==> config.mk <==
export PLATFORM = sky130hd
export DESIGN_NAME = cplc_top
export DESIGN_NICKNAME = d
export VERILOG_FILES = /design/src/cplc_clk_div.v /design/src/cplc_top.v
export VERILOG_INCLUDE_DIRS = /design/src
export SDC_FILE = /design/constraint.sdc
export NUM_CORES = 1
export LEC_CHECK = 0
export BUFFER_PORTS_ARGS = -buffer_cell sky130_fd_sc_hd__buf_2
export CAP_MARGIN = 20
export CORE_MARGIN = 5
export CORE_UTILIZATION = 60
export CTS_CLUSTER_SIZE = 28
export DETAILED_ROUTE_END_ITERATION = 16
export PLACE_DENSITY = 0.83
export SLEW_MARGIN = 20
export SYNTH_ARGS = -nofsm -noshare
export SYNTH_HDL_FRONTEND = slang
export SYNTH_SLANG_ARGS = --single-unit
==> constraint.sdc <==
create_clock -name clk -period 9.25 [get_ports clk]
set_input_delay 0.4625 -clock clk [delete_from_list [all_inputs] [get_ports clk]]
set_output_delay 0.4625 -clock clk [all_outputs]
set_load 0.005 [all_outputs]
==> src/cplc_defs.vh <==
// constants for the charge pump level controller
`ifndef CPLC_DEFS_VH
`define CPLC_DEFS_VH
`define CPLC_ADDR_CTRL 12'h000
`define CPLC_ADDR_THRESH 12'h004
`define CPLC_ADDR_HOLD 12'h008
`define CPLC_ADDR_STATUS 12'h00C
`define CPLC_CTRL_EN_BIT 0
`define CPLC_CTRL_MODE_LSB 1
`define CPLC_CTRL_LEVEL_LSB 4
`define CPLC_CTRL_FLOOR_LSB 8
`define CPLC_CTRL_RESET 32'h0000_0100
`define CPLC_THRESH_RESET 6'h10
`define CPLC_HOLD_RESET 16'h0010
`define CPLC_MODE_MANUAL 2'h0
`define CPLC_MODE_GAIN 2'h1
`define CPLC_MODE_DAC 2'h2
`define CPLC_MODE_OUT 2'h3
`define CPLC_HOLD_UNIT_US 1000
`define CPLC_CLK_MHZ 40
`define CPLC_HOLD_UNIT_CYC (`CPLC_HOLD_UNIT_US * `CPLC_CLK_MHZ)
`define CPLC_DIV_MAX_SEL 3'h0
`define CPLC_DIV_FREE_SEL 3'h5
`endif

==> src/cplc_clk_div.v <==
// pump clock divider: divide by 8 << sel, held at 256 for sel 5 to 7, stopped when not running
`timescale 1ns/100ps
`include "cplc_defs.vh"
module cplc_clk_div (
  clk,
  rst_b,
  ce,
  run,
  sel,
  pump_clk
);
  input wire clk;
  input wire rst_b;
  input wire ce;
  input wire run;
  input wire [2:0] sel;
  output reg pump_clk;
  reg [6:0] cnt_q;
  wire [6:0] half_w;
  // half period is 4 << sel cycles of the core clock, held at 128 for sel 5 to 7
  assign half_w = 7'h04 << sel;
  always @(posedge clk or negedge rst_b) begin
    if (!rst_b) begin
      cnt_q <= 7'h00;
      pump_clk <= 1'b0;
    end else if (ce) begin
      if (!run) begin
        cnt_q <= 7'h00;
        pump_clk <= 1'b0;
      end else if (cnt_q >= half_w - 7'h01) begin
        cnt_q <= 7'h00;
        pump_clk <= ~pump_clk;
      end else begin
        cnt_q <= cnt_q + 7'h01;
      end
    end
  end
endmodule

==> src/cplc_top.v <==
// charge pump level controller with apb register access
//
// Overview of operation
// - pump runs only while enable bit set
// - mode 00: level comes from manual field
// - mode 01: level tracks programmed gain
// - mode 10: level tracks dac envelope
// - mode 11: level combines gain and signal
// - modes 10/11 pick full or half rail
// - rail changeover compares envelope or signal size to threshold
// - dac mode threshold codes; reserved codes avoided
// - output mode codes 02-0B set changeover
// - output mode codes 00-01 force full rail
// - output mode codes 0C-0F force half rail
// - gain mode raises pump clock on demand
// - signal modes raise pump clock on demand
// - floor divider setting; tracking ceiling is /8
// - hold before lowering; raise immediately
//
// Design decisions made here: the register addresses and register access over APB.
`timescale 1ns/100ps
`include "cplc_defs.vh"
module cplc_top #(
  parameter LW = 3,
  parameter HOLD_UNIT_CYC = `CPLC_HOLD_UNIT_CYC
) (
  clk,
  rst_b,
  ce,
  psel,
  penable,
  pwrite,
  paddr,
  pwdata,
  prdata,
  pready,
  pslverr,
  gain_code,
  dac_env,
  pump_level,
  half_rail_sel,
  pump_clk,
  pump_run
);
  input wire clk;
  input wire rst_b;
  input wire ce;
  input wire psel;
  input wire penable;
  input wire pwrite;
  input wire [11:0] paddr;
  input wire [31:0] pwdata;
  output reg [31:0] prdata;
  output wire pready;
  output wire pslverr;
  input wire [5:0] gain_code;
  input wire [5:0] dac_env;
  output reg [LW-1:0] pump_level;
  output reg half_rail_sel;
  output wire pump_clk;
  output reg pump_run;

  reg pump_on_q;
  reg [1:0] mode_q;
  reg [LW-1:0] manual_level_q;
  reg [2:0] floor_q;
  reg [5:0] thresh_q;
  reg [15:0] hold_q;
  reg [5:0] gain_s1_q, gain_s2_q, env_s1_q, env_s2_q;
  reg [LW-1:0] need_d;
  reg half_d;
  reg [2:0] div_d;
  reg [15:0] hold_cnt_q;
  reg [31:0] tick_q;
  reg [31:0] rdata_d;
  wire wr_w;
  wire rd_w;
  wire hit_w;
  wire [5:0] sig_w;

  // single-cycle access phase, unmapped addresses return error
  assign pready = 1'b1;
  assign hit_w = (paddr == `CPLC_ADDR_CTRL) || (paddr == `CPLC_ADDR_THRESH) ||
                 (paddr == `CPLC_ADDR_HOLD) || (paddr == `CPLC_ADDR_STATUS);
  assign pslverr = psel & penable & ~hit_w;
  assign wr_w = psel & penable & pwrite & hit_w;
  assign rd_w = psel & penable & ~pwrite & hit_w;

  always @(posedge clk or negedge rst_b) begin
    if (!rst_b) begin
      pump_on_q <= 1'b0;
      mode_q <= `CPLC_MODE_MANUAL;
      manual_level_q <= {LW{1'b0}};
      floor_q <= 3'h1;
      thresh_q <= `CPLC_THRESH_RESET;
      hold_q <= `CPLC_HOLD_RESET;
    end else if (ce && wr_w) begin
      case (paddr)
        `CPLC_ADDR_CTRL: begin
          pump_on_q <= pwdata[`CPLC_CTRL_EN_BIT];
          mode_q <= pwdata[`CPLC_CTRL_MODE_LSB +: 2];
          manual_level_q <= pwdata[`CPLC_CTRL_LEVEL_LSB +: LW];
          floor_q <= pwdata[`CPLC_CTRL_FLOOR_LSB +: 3];
        end
        `CPLC_ADDR_THRESH: thresh_q <= pwdata[5:0];
        `CPLC_ADDR_HOLD: hold_q <= pwdata[15:0];
        default: ;
      endcase
    end
  end

  always @* begin
    rdata_d = 32'h0000_0000;
    case (paddr)
      `CPLC_ADDR_CTRL: begin
        rdata_d[`CPLC_CTRL_EN_BIT] = pump_on_q;
        rdata_d[`CPLC_CTRL_MODE_LSB +: 2] = mode_q;
        rdata_d[`CPLC_CTRL_LEVEL_LSB +: LW] = manual_level_q;
        rdata_d[`CPLC_CTRL_FLOOR_LSB +: 3] = floor_q;
      end
      `CPLC_ADDR_THRESH: rdata_d[5:0] = thresh_q;
      `CPLC_ADDR_HOLD: rdata_d[15:0] = hold_q;
      `CPLC_ADDR_STATUS: begin
        rdata_d[LW-1:0] = pump_level;
        rdata_d[8] = half_rail_sel;
        rdata_d[9] = pump_run;
        rdata_d[12:10] = div_d;
      end
      default: ;
    endcase
  end

  always @(posedge clk or negedge rst_b) begin
    if (!rst_b) prdata <= 32'h0000_0000;
    else if (ce && rd_w) prdata <= rdata_d;
  end

  // analog-side levels arrive from another domain: two flops each
  always @(posedge clk or negedge rst_b) begin
    if (!rst_b) begin
      gain_s1_q <= 6'h00;
      gain_s2_q <= 6'h00;
      env_s1_q <= 6'h00;
      env_s2_q <= 6'h00;
    end else if (ce) begin
      gain_s1_q <= gain_code;
      gain_s2_q <= gain_s1_q;
      env_s1_q <= dac_env;
      env_s2_q <= env_s1_q;
    end
  end

  // gain-scaled signal size: envelope capped by the gain setting
  assign sig_w = (env_s2_q < gain_s2_q) ? env_s2_q : gain_s2_q;

  always @* begin
    need_d = manual_level_q;
    half_d = 1'b0;
    case (mode_q)
      `CPLC_MODE_MANUAL: need_d = manual_level_q;
      `CPLC_MODE_GAIN: need_d = gain_s2_q[5:6-LW];
      `CPLC_MODE_DAC: begin
        need_d = env_s2_q[5:6-LW];
        half_d = (env_s2_q < thresh_q);
      end
      `CPLC_MODE_OUT: begin
        need_d = sig_w[5:6-LW];
        if (thresh_q < 6'h02) half_d = 1'b0;
        else if (thresh_q >= 6'h0C) half_d = 1'b1;
        else half_d = ({sig_w[5:2]} < thresh_q[3:0]);
      end
      default: need_d = manual_level_q;
    endcase
    // in tracking modes higher demand shortens the divider, floor setting (above 4 taken as 4) as the slowest
    if (mode_q == `CPLC_MODE_MANUAL) div_d = floor_q;
    else if (need_d[LW-1]) div_d = `CPLC_DIV_MAX_SEL;
    else if (floor_q == `CPLC_DIV_FREE_SEL || floor_q > 3'h4) div_d = 3'h4;
    else div_d = floor_q;
  end

  // level rises at once; it falls only after a full hold period
  always @(posedge clk or negedge rst_b) begin
    if (!rst_b) begin
      pump_level <= {LW{1'b0}};
      half_rail_sel <= 1'b0;
      pump_run <= 1'b0;
      hold_cnt_q <= 16'h0000;
      tick_q <= 32'h0000_0000;
    end else if (ce) begin
      pump_run <= pump_on_q;
      if (!pump_on_q) begin
        pump_level <= {LW{1'b0}};
        half_rail_sel <= 1'b0;
        hold_cnt_q <= 16'h0000;
        tick_q <= 32'h0000_0000;
      end else begin
        half_rail_sel <= half_d;
        if (need_d >= pump_level) begin
          pump_level <= need_d;
          hold_cnt_q <= 16'h0000;
          tick_q <= 32'h0000_0000;
        end else if (hold_cnt_q >= hold_q) begin
          pump_level <= need_d;
          hold_cnt_q <= 16'h0000;
        end else if (tick_q >= HOLD_UNIT_CYC - 1) begin
          tick_q <= 32'h0000_0000;
          hold_cnt_q <= hold_cnt_q + 16'h0001;
        end else begin
          tick_q <= tick_q + 32'h0000_0001;
        end
      end
    end
  end

  cplc_clk_div u_div (
    .clk(clk),
    .rst_b(rst_b),
    .ce(ce),
    .run(pump_run),
    .sel(div_d),
    .pump_clk(pump_clk)
  );
endmodule

# Word-level counts from Yosys, hierarchy flattened
# Cells that the tools add are included.
[totals]
latch_bits = 0
rom_bits = 0
in_bits = 62
reg_bits = 132
output_inout_bits = 40
elab_cells = 100
ram_bits = 0
n_memories = 0
[classes]
n_mux = 32
n_eq_ne = 11
mul = 0
div_mod_pow = 0
n_lt_le_gt_ge = 10
shifts = 1
bitwise = 9
addsub = 4
reduce_logical = 15
[ops]
columns = ["cell", "n"]
rows = [
  ["$mux W32", 4],
  ["$mux W16", 4],
  ["$add A32 B1 Y32 const B", 1],
  ["$ge A32 B16 Y1 const B", 1],
  ["$eq A12 B4 Y1 const B", 2],
  ["$pmux W3 S4", 2],
  ["$mux W3", 7],
  ["$add A16 B1 Y16 const B", 1],
  ["$ge A16 B16 Y1", 1],
  ["$mux W7", 2],
  ["$reduce_and A2 Y1", 7],
  ["$eq A12 B3 Y1 const B", 1],
  ["$logic_not A12 Y1", 1],
  ["$lt A6 B6 Y1", 2],
  ["$pmux W3 S3", 1],
  ["$add A7 B1 Y7 const B", 1],
  ["$ge A7 B7 Y1", 1],
  ["$shl A3 B3 Y7 const A", 1],
  ["$sub A7 B1 Y7 const B", 1],
  ["$and A1 B1 Y1", 6],
  ["$ge A6 B4 Y1 const B", 1],
  ["$lt A6 B2 Y1 const B", 1],
  ["$mux W1", 6],
  ["$mux W6", 1],
  ["other kinds (17)", 26],
]

# Logic depth before layout (Yosys ltp)
[depth]
depth_word = 10
depth_mapped = 17
ltp_nobuf = 16

# By module
# Synthesis repeated with hierarchy kept, for this count alone.
[hier_totals]
hier_cells = 739
hier_area_um2 = 7272.0
[by_module_without_submodules]
columns = ["module", "area_per_inst_um2", "instances", "cells_per_inst", "seq_area_each_um2"]
rows = [
  ["cplc_top", 6734.0, 1, 679, 3106.7],
  ["cplc_clk_div", 538.0, 1, 60, 200.2],
]

# Worst setup path before layout
# OpenSTA, ideal clock, no wires.
[synth_timing]
kind = "flip-flop to flip-flop"
startpoint = "reg env_s2_q[4]"
endpoint = "reg u_div.cnt_q[0]"
path_stages_with_launch = 16
t_arrival_ns = 3.128
t_required_ns = 9.125
setup_time_ns = 0.125
slack_ns = 5.997
n_path_buf = 0
period_less_slack_ns = 3.253
cell_sequence = "dfrtp_1 > ha_1 > a21o_1 > a21oi_1 > o211ai_1 > o22a_1 > o21a_1 > o22ai_1 > a21oi_1 > ha_1 > a21oi_1 > nor2b_1 > o21ai_0 > a21oi_1 > nor2_1 > mux2_2"
[synth_via]
elab_chain_len = 10
[synth_rtl]
columns = ["element", "line", "text"]
rows = [
  ["start: declaration", "cplc_top.v:69", "reg [5:0] gain_s1_q, gain_s2_q, env_s1_q, env_s2_q;"],
  ["start signal: assignment", "cplc_top.v:149", "env_s2_q <= env_s1_q;"],
  ["$lt A6 B6 Y1", "cplc_top.v:154", "assign sig_w = (env_s2_q < gain_s2_q) ? env_s2_q : gain_s2_q;"],
  ["$mux W6", "cplc_top.v:154", ""],
  ["$pmux W3 S4", "cplc_top.v:159", "case (mode_q)"],
  ["$mux W3", "cplc_top.v:176", "else if (need_d[LW-1]) div_d = `CPLC_DIV_MAX_SEL;"],
  ["$mux W3", "cplc_top.v:175", "if (mode_q == `CPLC_MODE_MANUAL) div_d = floor_q;"],
  ["$shl A3 B3 Y7", "cplc_clk_div.v:21", "assign half_w = 7'h04 << sel;"],
  ["$sub A7 B1 Y7", "cplc_clk_div.v:30", "end else if (cnt_q >= half_w - 7'h01) begin"],
  ["$ge A7 B7 Y1", "cplc_clk_div.v:30", ""],
  ["$mux W7", "cplc_clk_div.v:30", ""],
  ["$mux W7", "cplc_clk_div.v:27", "if (!run) begin"],
  ["end signal: assignment", "cplc_clk_div.v:34", "cnt_q <= cnt_q + 7'h01;"],
  ["end: declaration", "cplc_clk_div.v:18", "reg [6:0] cnt_q;"],
]
# No other way between the ends.
# A chain may end at the register's enable or synchronous reset.

# Worst setup path after layout
[layout_timing]
startpoint = "reg env_s2_q[4]"
endpoint = "reg u_div.cnt_q[4]"
# The elaborated chain is that of the path after synthesis.

==> metrics.txt <==
clock buffer depth=2; WL final=17650 microns; cell with the most instances after synthesis=dfrtp_1; FP Rows=40; worst-margin pin slew=1.098 ns; CTS tree=built; Post-synth ARST share=100.0%; Synth-to-Final Area Change=12.89%; met3 wire length=1419 microns; wire per inst=18.70 microns; Crit Path Class=reg2reg; Final Cycle Share=45.65%; pin count of the biggest net entering global routing=79; WP data required=9.56 ns; post-synthesis register bit count=132; final net count=886; top post-synthesis cells by count=dfrtp_1, nand2_1, mux2_2, nor2_1, o21ai_0; CP max FO=8; GRT overflow=0; Detailed Routing Iterations Pass 1=6; total negative slack=0 ns; DRC violation count after routing=0; final setup fails=0; starting density of the core=61.12%; Max Freq=0.2368 GHz; YS warnings=0; routability cong.=0.9468; Peak supply drop=0.0002107 V; HP Class=in2async; diodes inserted=0; total CTS buffers=17; core area=11960 sq um; Gate Count Post-Synth=727; status=finished, final reports clean; worst reg-to-reg setup slack=5.03 ns; CTS clk-pin slew, worst paths=0.06 ns; min Tclk post-route=4.222 ns; Skew-Pair Late Insertion Delay=0.43 ns; Ports=102; syn avg cell area=10.06 sq um; CTS Root Buffer Type=clkbuf_16; DR top layer=met4; max_cap viols=0; ANT nets after route=0; Overall Global Routing Usage=25.39%; M1 WL=7123 microns; fraction of layout cells with a size suffix above 1=21.83%; synthesized area=7311 sq um; first-pass GRT wire length=28980 microns; initial detailed-routing violation count=543; cell taking the most area after synthesis=dfrtp_1; post-synthesis sequential area ratio=45.23%; Worst Setup Start Kind=flip-flop; hold slack=0.07957 ns; H-tree depth=4; met2 WL=8636 microns; Final Skew=0.01129 ns; top cell type's share of synthesized area=44.16%; Final Hold Viols=0; Vias/cell=6.304; PD cells=166.8 nW/um^2; DP HPWL=12020 microns; Synth Flop Type=dfrtp_1; top post-synthesis cells by area=dfrtp_1, mux2_2, ha_1; Worst path max stage delay=0.52 ns; CP arrival=4.53 ns; synth unique cells=60; Slowest cell on crit path=a21oi_1; overall power=1.377 mW; die span in x=120.4 microns; Vias=5951; Port Buffers=68; crit-path cells=ha_1 > a21o_1 > a21oi_1 > o211ai_1 > o22a_1 > o21a_1 > o22ai_1 > a21oi_1 > ha_1 > a21oi_1 > nor2b_1 > o21ai_0 > a21oi_1 > o21ai_0 > a22o_1; die area=14490 sq um; crit-path most repeated cell=a21oi_1; total clock sinks=132; number of global-route vias before repair=5957; unrepaired setup endpoints after global routing=no; die height=120.4 microns; Setup Buffers After CTS=0; slew margin rel.=26.83%; final slew viol count=0; fill cell total of the finished layout=887; initial antenna violation count=0; R2R cell count=15; CTS Hold Bufs=0; P_leak=3.960 nW; endpoint type of the worst setup path=flip-flop; post-cts sizing count=0; number of flops mapped to enable cells by yosys=0
final timing paths:
| kind | from | to |
|---|---|---|
| max | env_s2_q[4] | u_div.cnt_q[4] |
| min | rst_b | prdata[15] |
| max reg2reg | env_s2_q[4] | u_div.cnt_q[4] |
| min reg2reg | prdata[13] | prdata[13] |
| max in group asynchronous | rst_b | gain_s2_q[1] |
| min in group clk | gain_code[5] | gain_s1_q[5] |
flip-flops by register name, indices dropped and copies added, names as in the netlist, 7 cells and up:
signal and cells:
hold_cnt_q 16, hold_q 16, prdata 16, tick_q 32
u_div.cnt_q 7
report_power, final:
group          leakage [nW]  internal [mW]  switching, mW
sequential             1.78          0.590         0.0109
clock                 0.290          0.435          0.247
combinational          1.89         0.0393         0.0543
total                  3.96           1.06          0.312
stage by stage:
step                cell area [sq um]  util, %  worst slack, ns  std cells
floorplan                        7367        -            5.997        742
global placement                 7659    64.03            5.443        912
detailed placement               7659    64.03            5.298        912
CTS                              8253    69.00            5.116        944
global route                     8253    69.00            4.766        944
finish                           8253    69.00            5.028        944
metal layers:
metal / up-vias / GRT usage, %
met1: 2909 / 30.59
met4: 0 / 10.98
met5: - / 0
li1: 2723 / -
met2: 280 / 41.70
met3: 39 / 8.419
worst max-delay path: cells and delay by family (launching register included):
kind,cells,cell delay [ns]
flops,1,0.47
simple gates,1,0.09
fa+ha+maj,2,0.65
compound gates,12,2.88
cells by family after synthesis:
kind of cell / Yosys count / synth area share, %
other: 2 / 0.1027
muxes: 69 / 10.99
AOI/OAI and AO/OA: 162 / 14.68
xor gates and xnor gates: 13 / 1.557
DFF: 132 / 45.23
and+or+nand+nor: 225 / 15.21
adders and majority gates: 40 / 6.846
buffers and inverters: 84 / 5.374
cell type report:
type / count / area, sq um / share of cell area (%)
Multi-Input combinational cell: 526 / 3667 / 44.44
Tap cell: 147 / 183.9 / 2.229
Clock buffer: 22 / 464.2 / 5.625
Timing Repair Buffer: 71 / 365.4 / 4.427
Inverter: 36 / 135.1 / 1.637
Sequential cell: 132 / 3307 / 40.07
Clock inverter: 10 / 130.1 / 1.577
cell usage in the layout, fill, tap and decap left out, drive strengths merged, types with 6 or more instances in the layout:
| cell type | netlist | routed |
|---|---|---|
| nand2 | 62 | 62 |
| o21a | 7 | 7 |
| and2 | 6 | 6 |
| clkbuf | 17 | 22 |
| mux2 | 60 | 60 |
| o31ai | 12 | 12 |
| and3 | 24 | 24 |
| nor3 | 6 | 6 |
| o21ai | 49 | 49 |
| a21o | 8 | 8 |
| nor2b | 10 | 10 |
| inv | 35 | 35 |
| xnor2 | 13 | 13 |
| nor4 | 13 | 13 |
| nand3 | 21 | 21 |
| nor2 | 50 | 50 |
| dfrtp | 129 | 129 |
| clkinv | 1 | 6 |
| a211oi | 7 | 7 |
| buf | 31 | 71 |
| nand4 | 15 | 15 |
| a21oi | 27 | 27 |
| mux2i | 6 | 6 |
| ha | 40 | 40 |
| a31oi | 12 | 12 |
| conb | 2 | 17 |
Note: power is estimated with default switching activity, not from simulation.
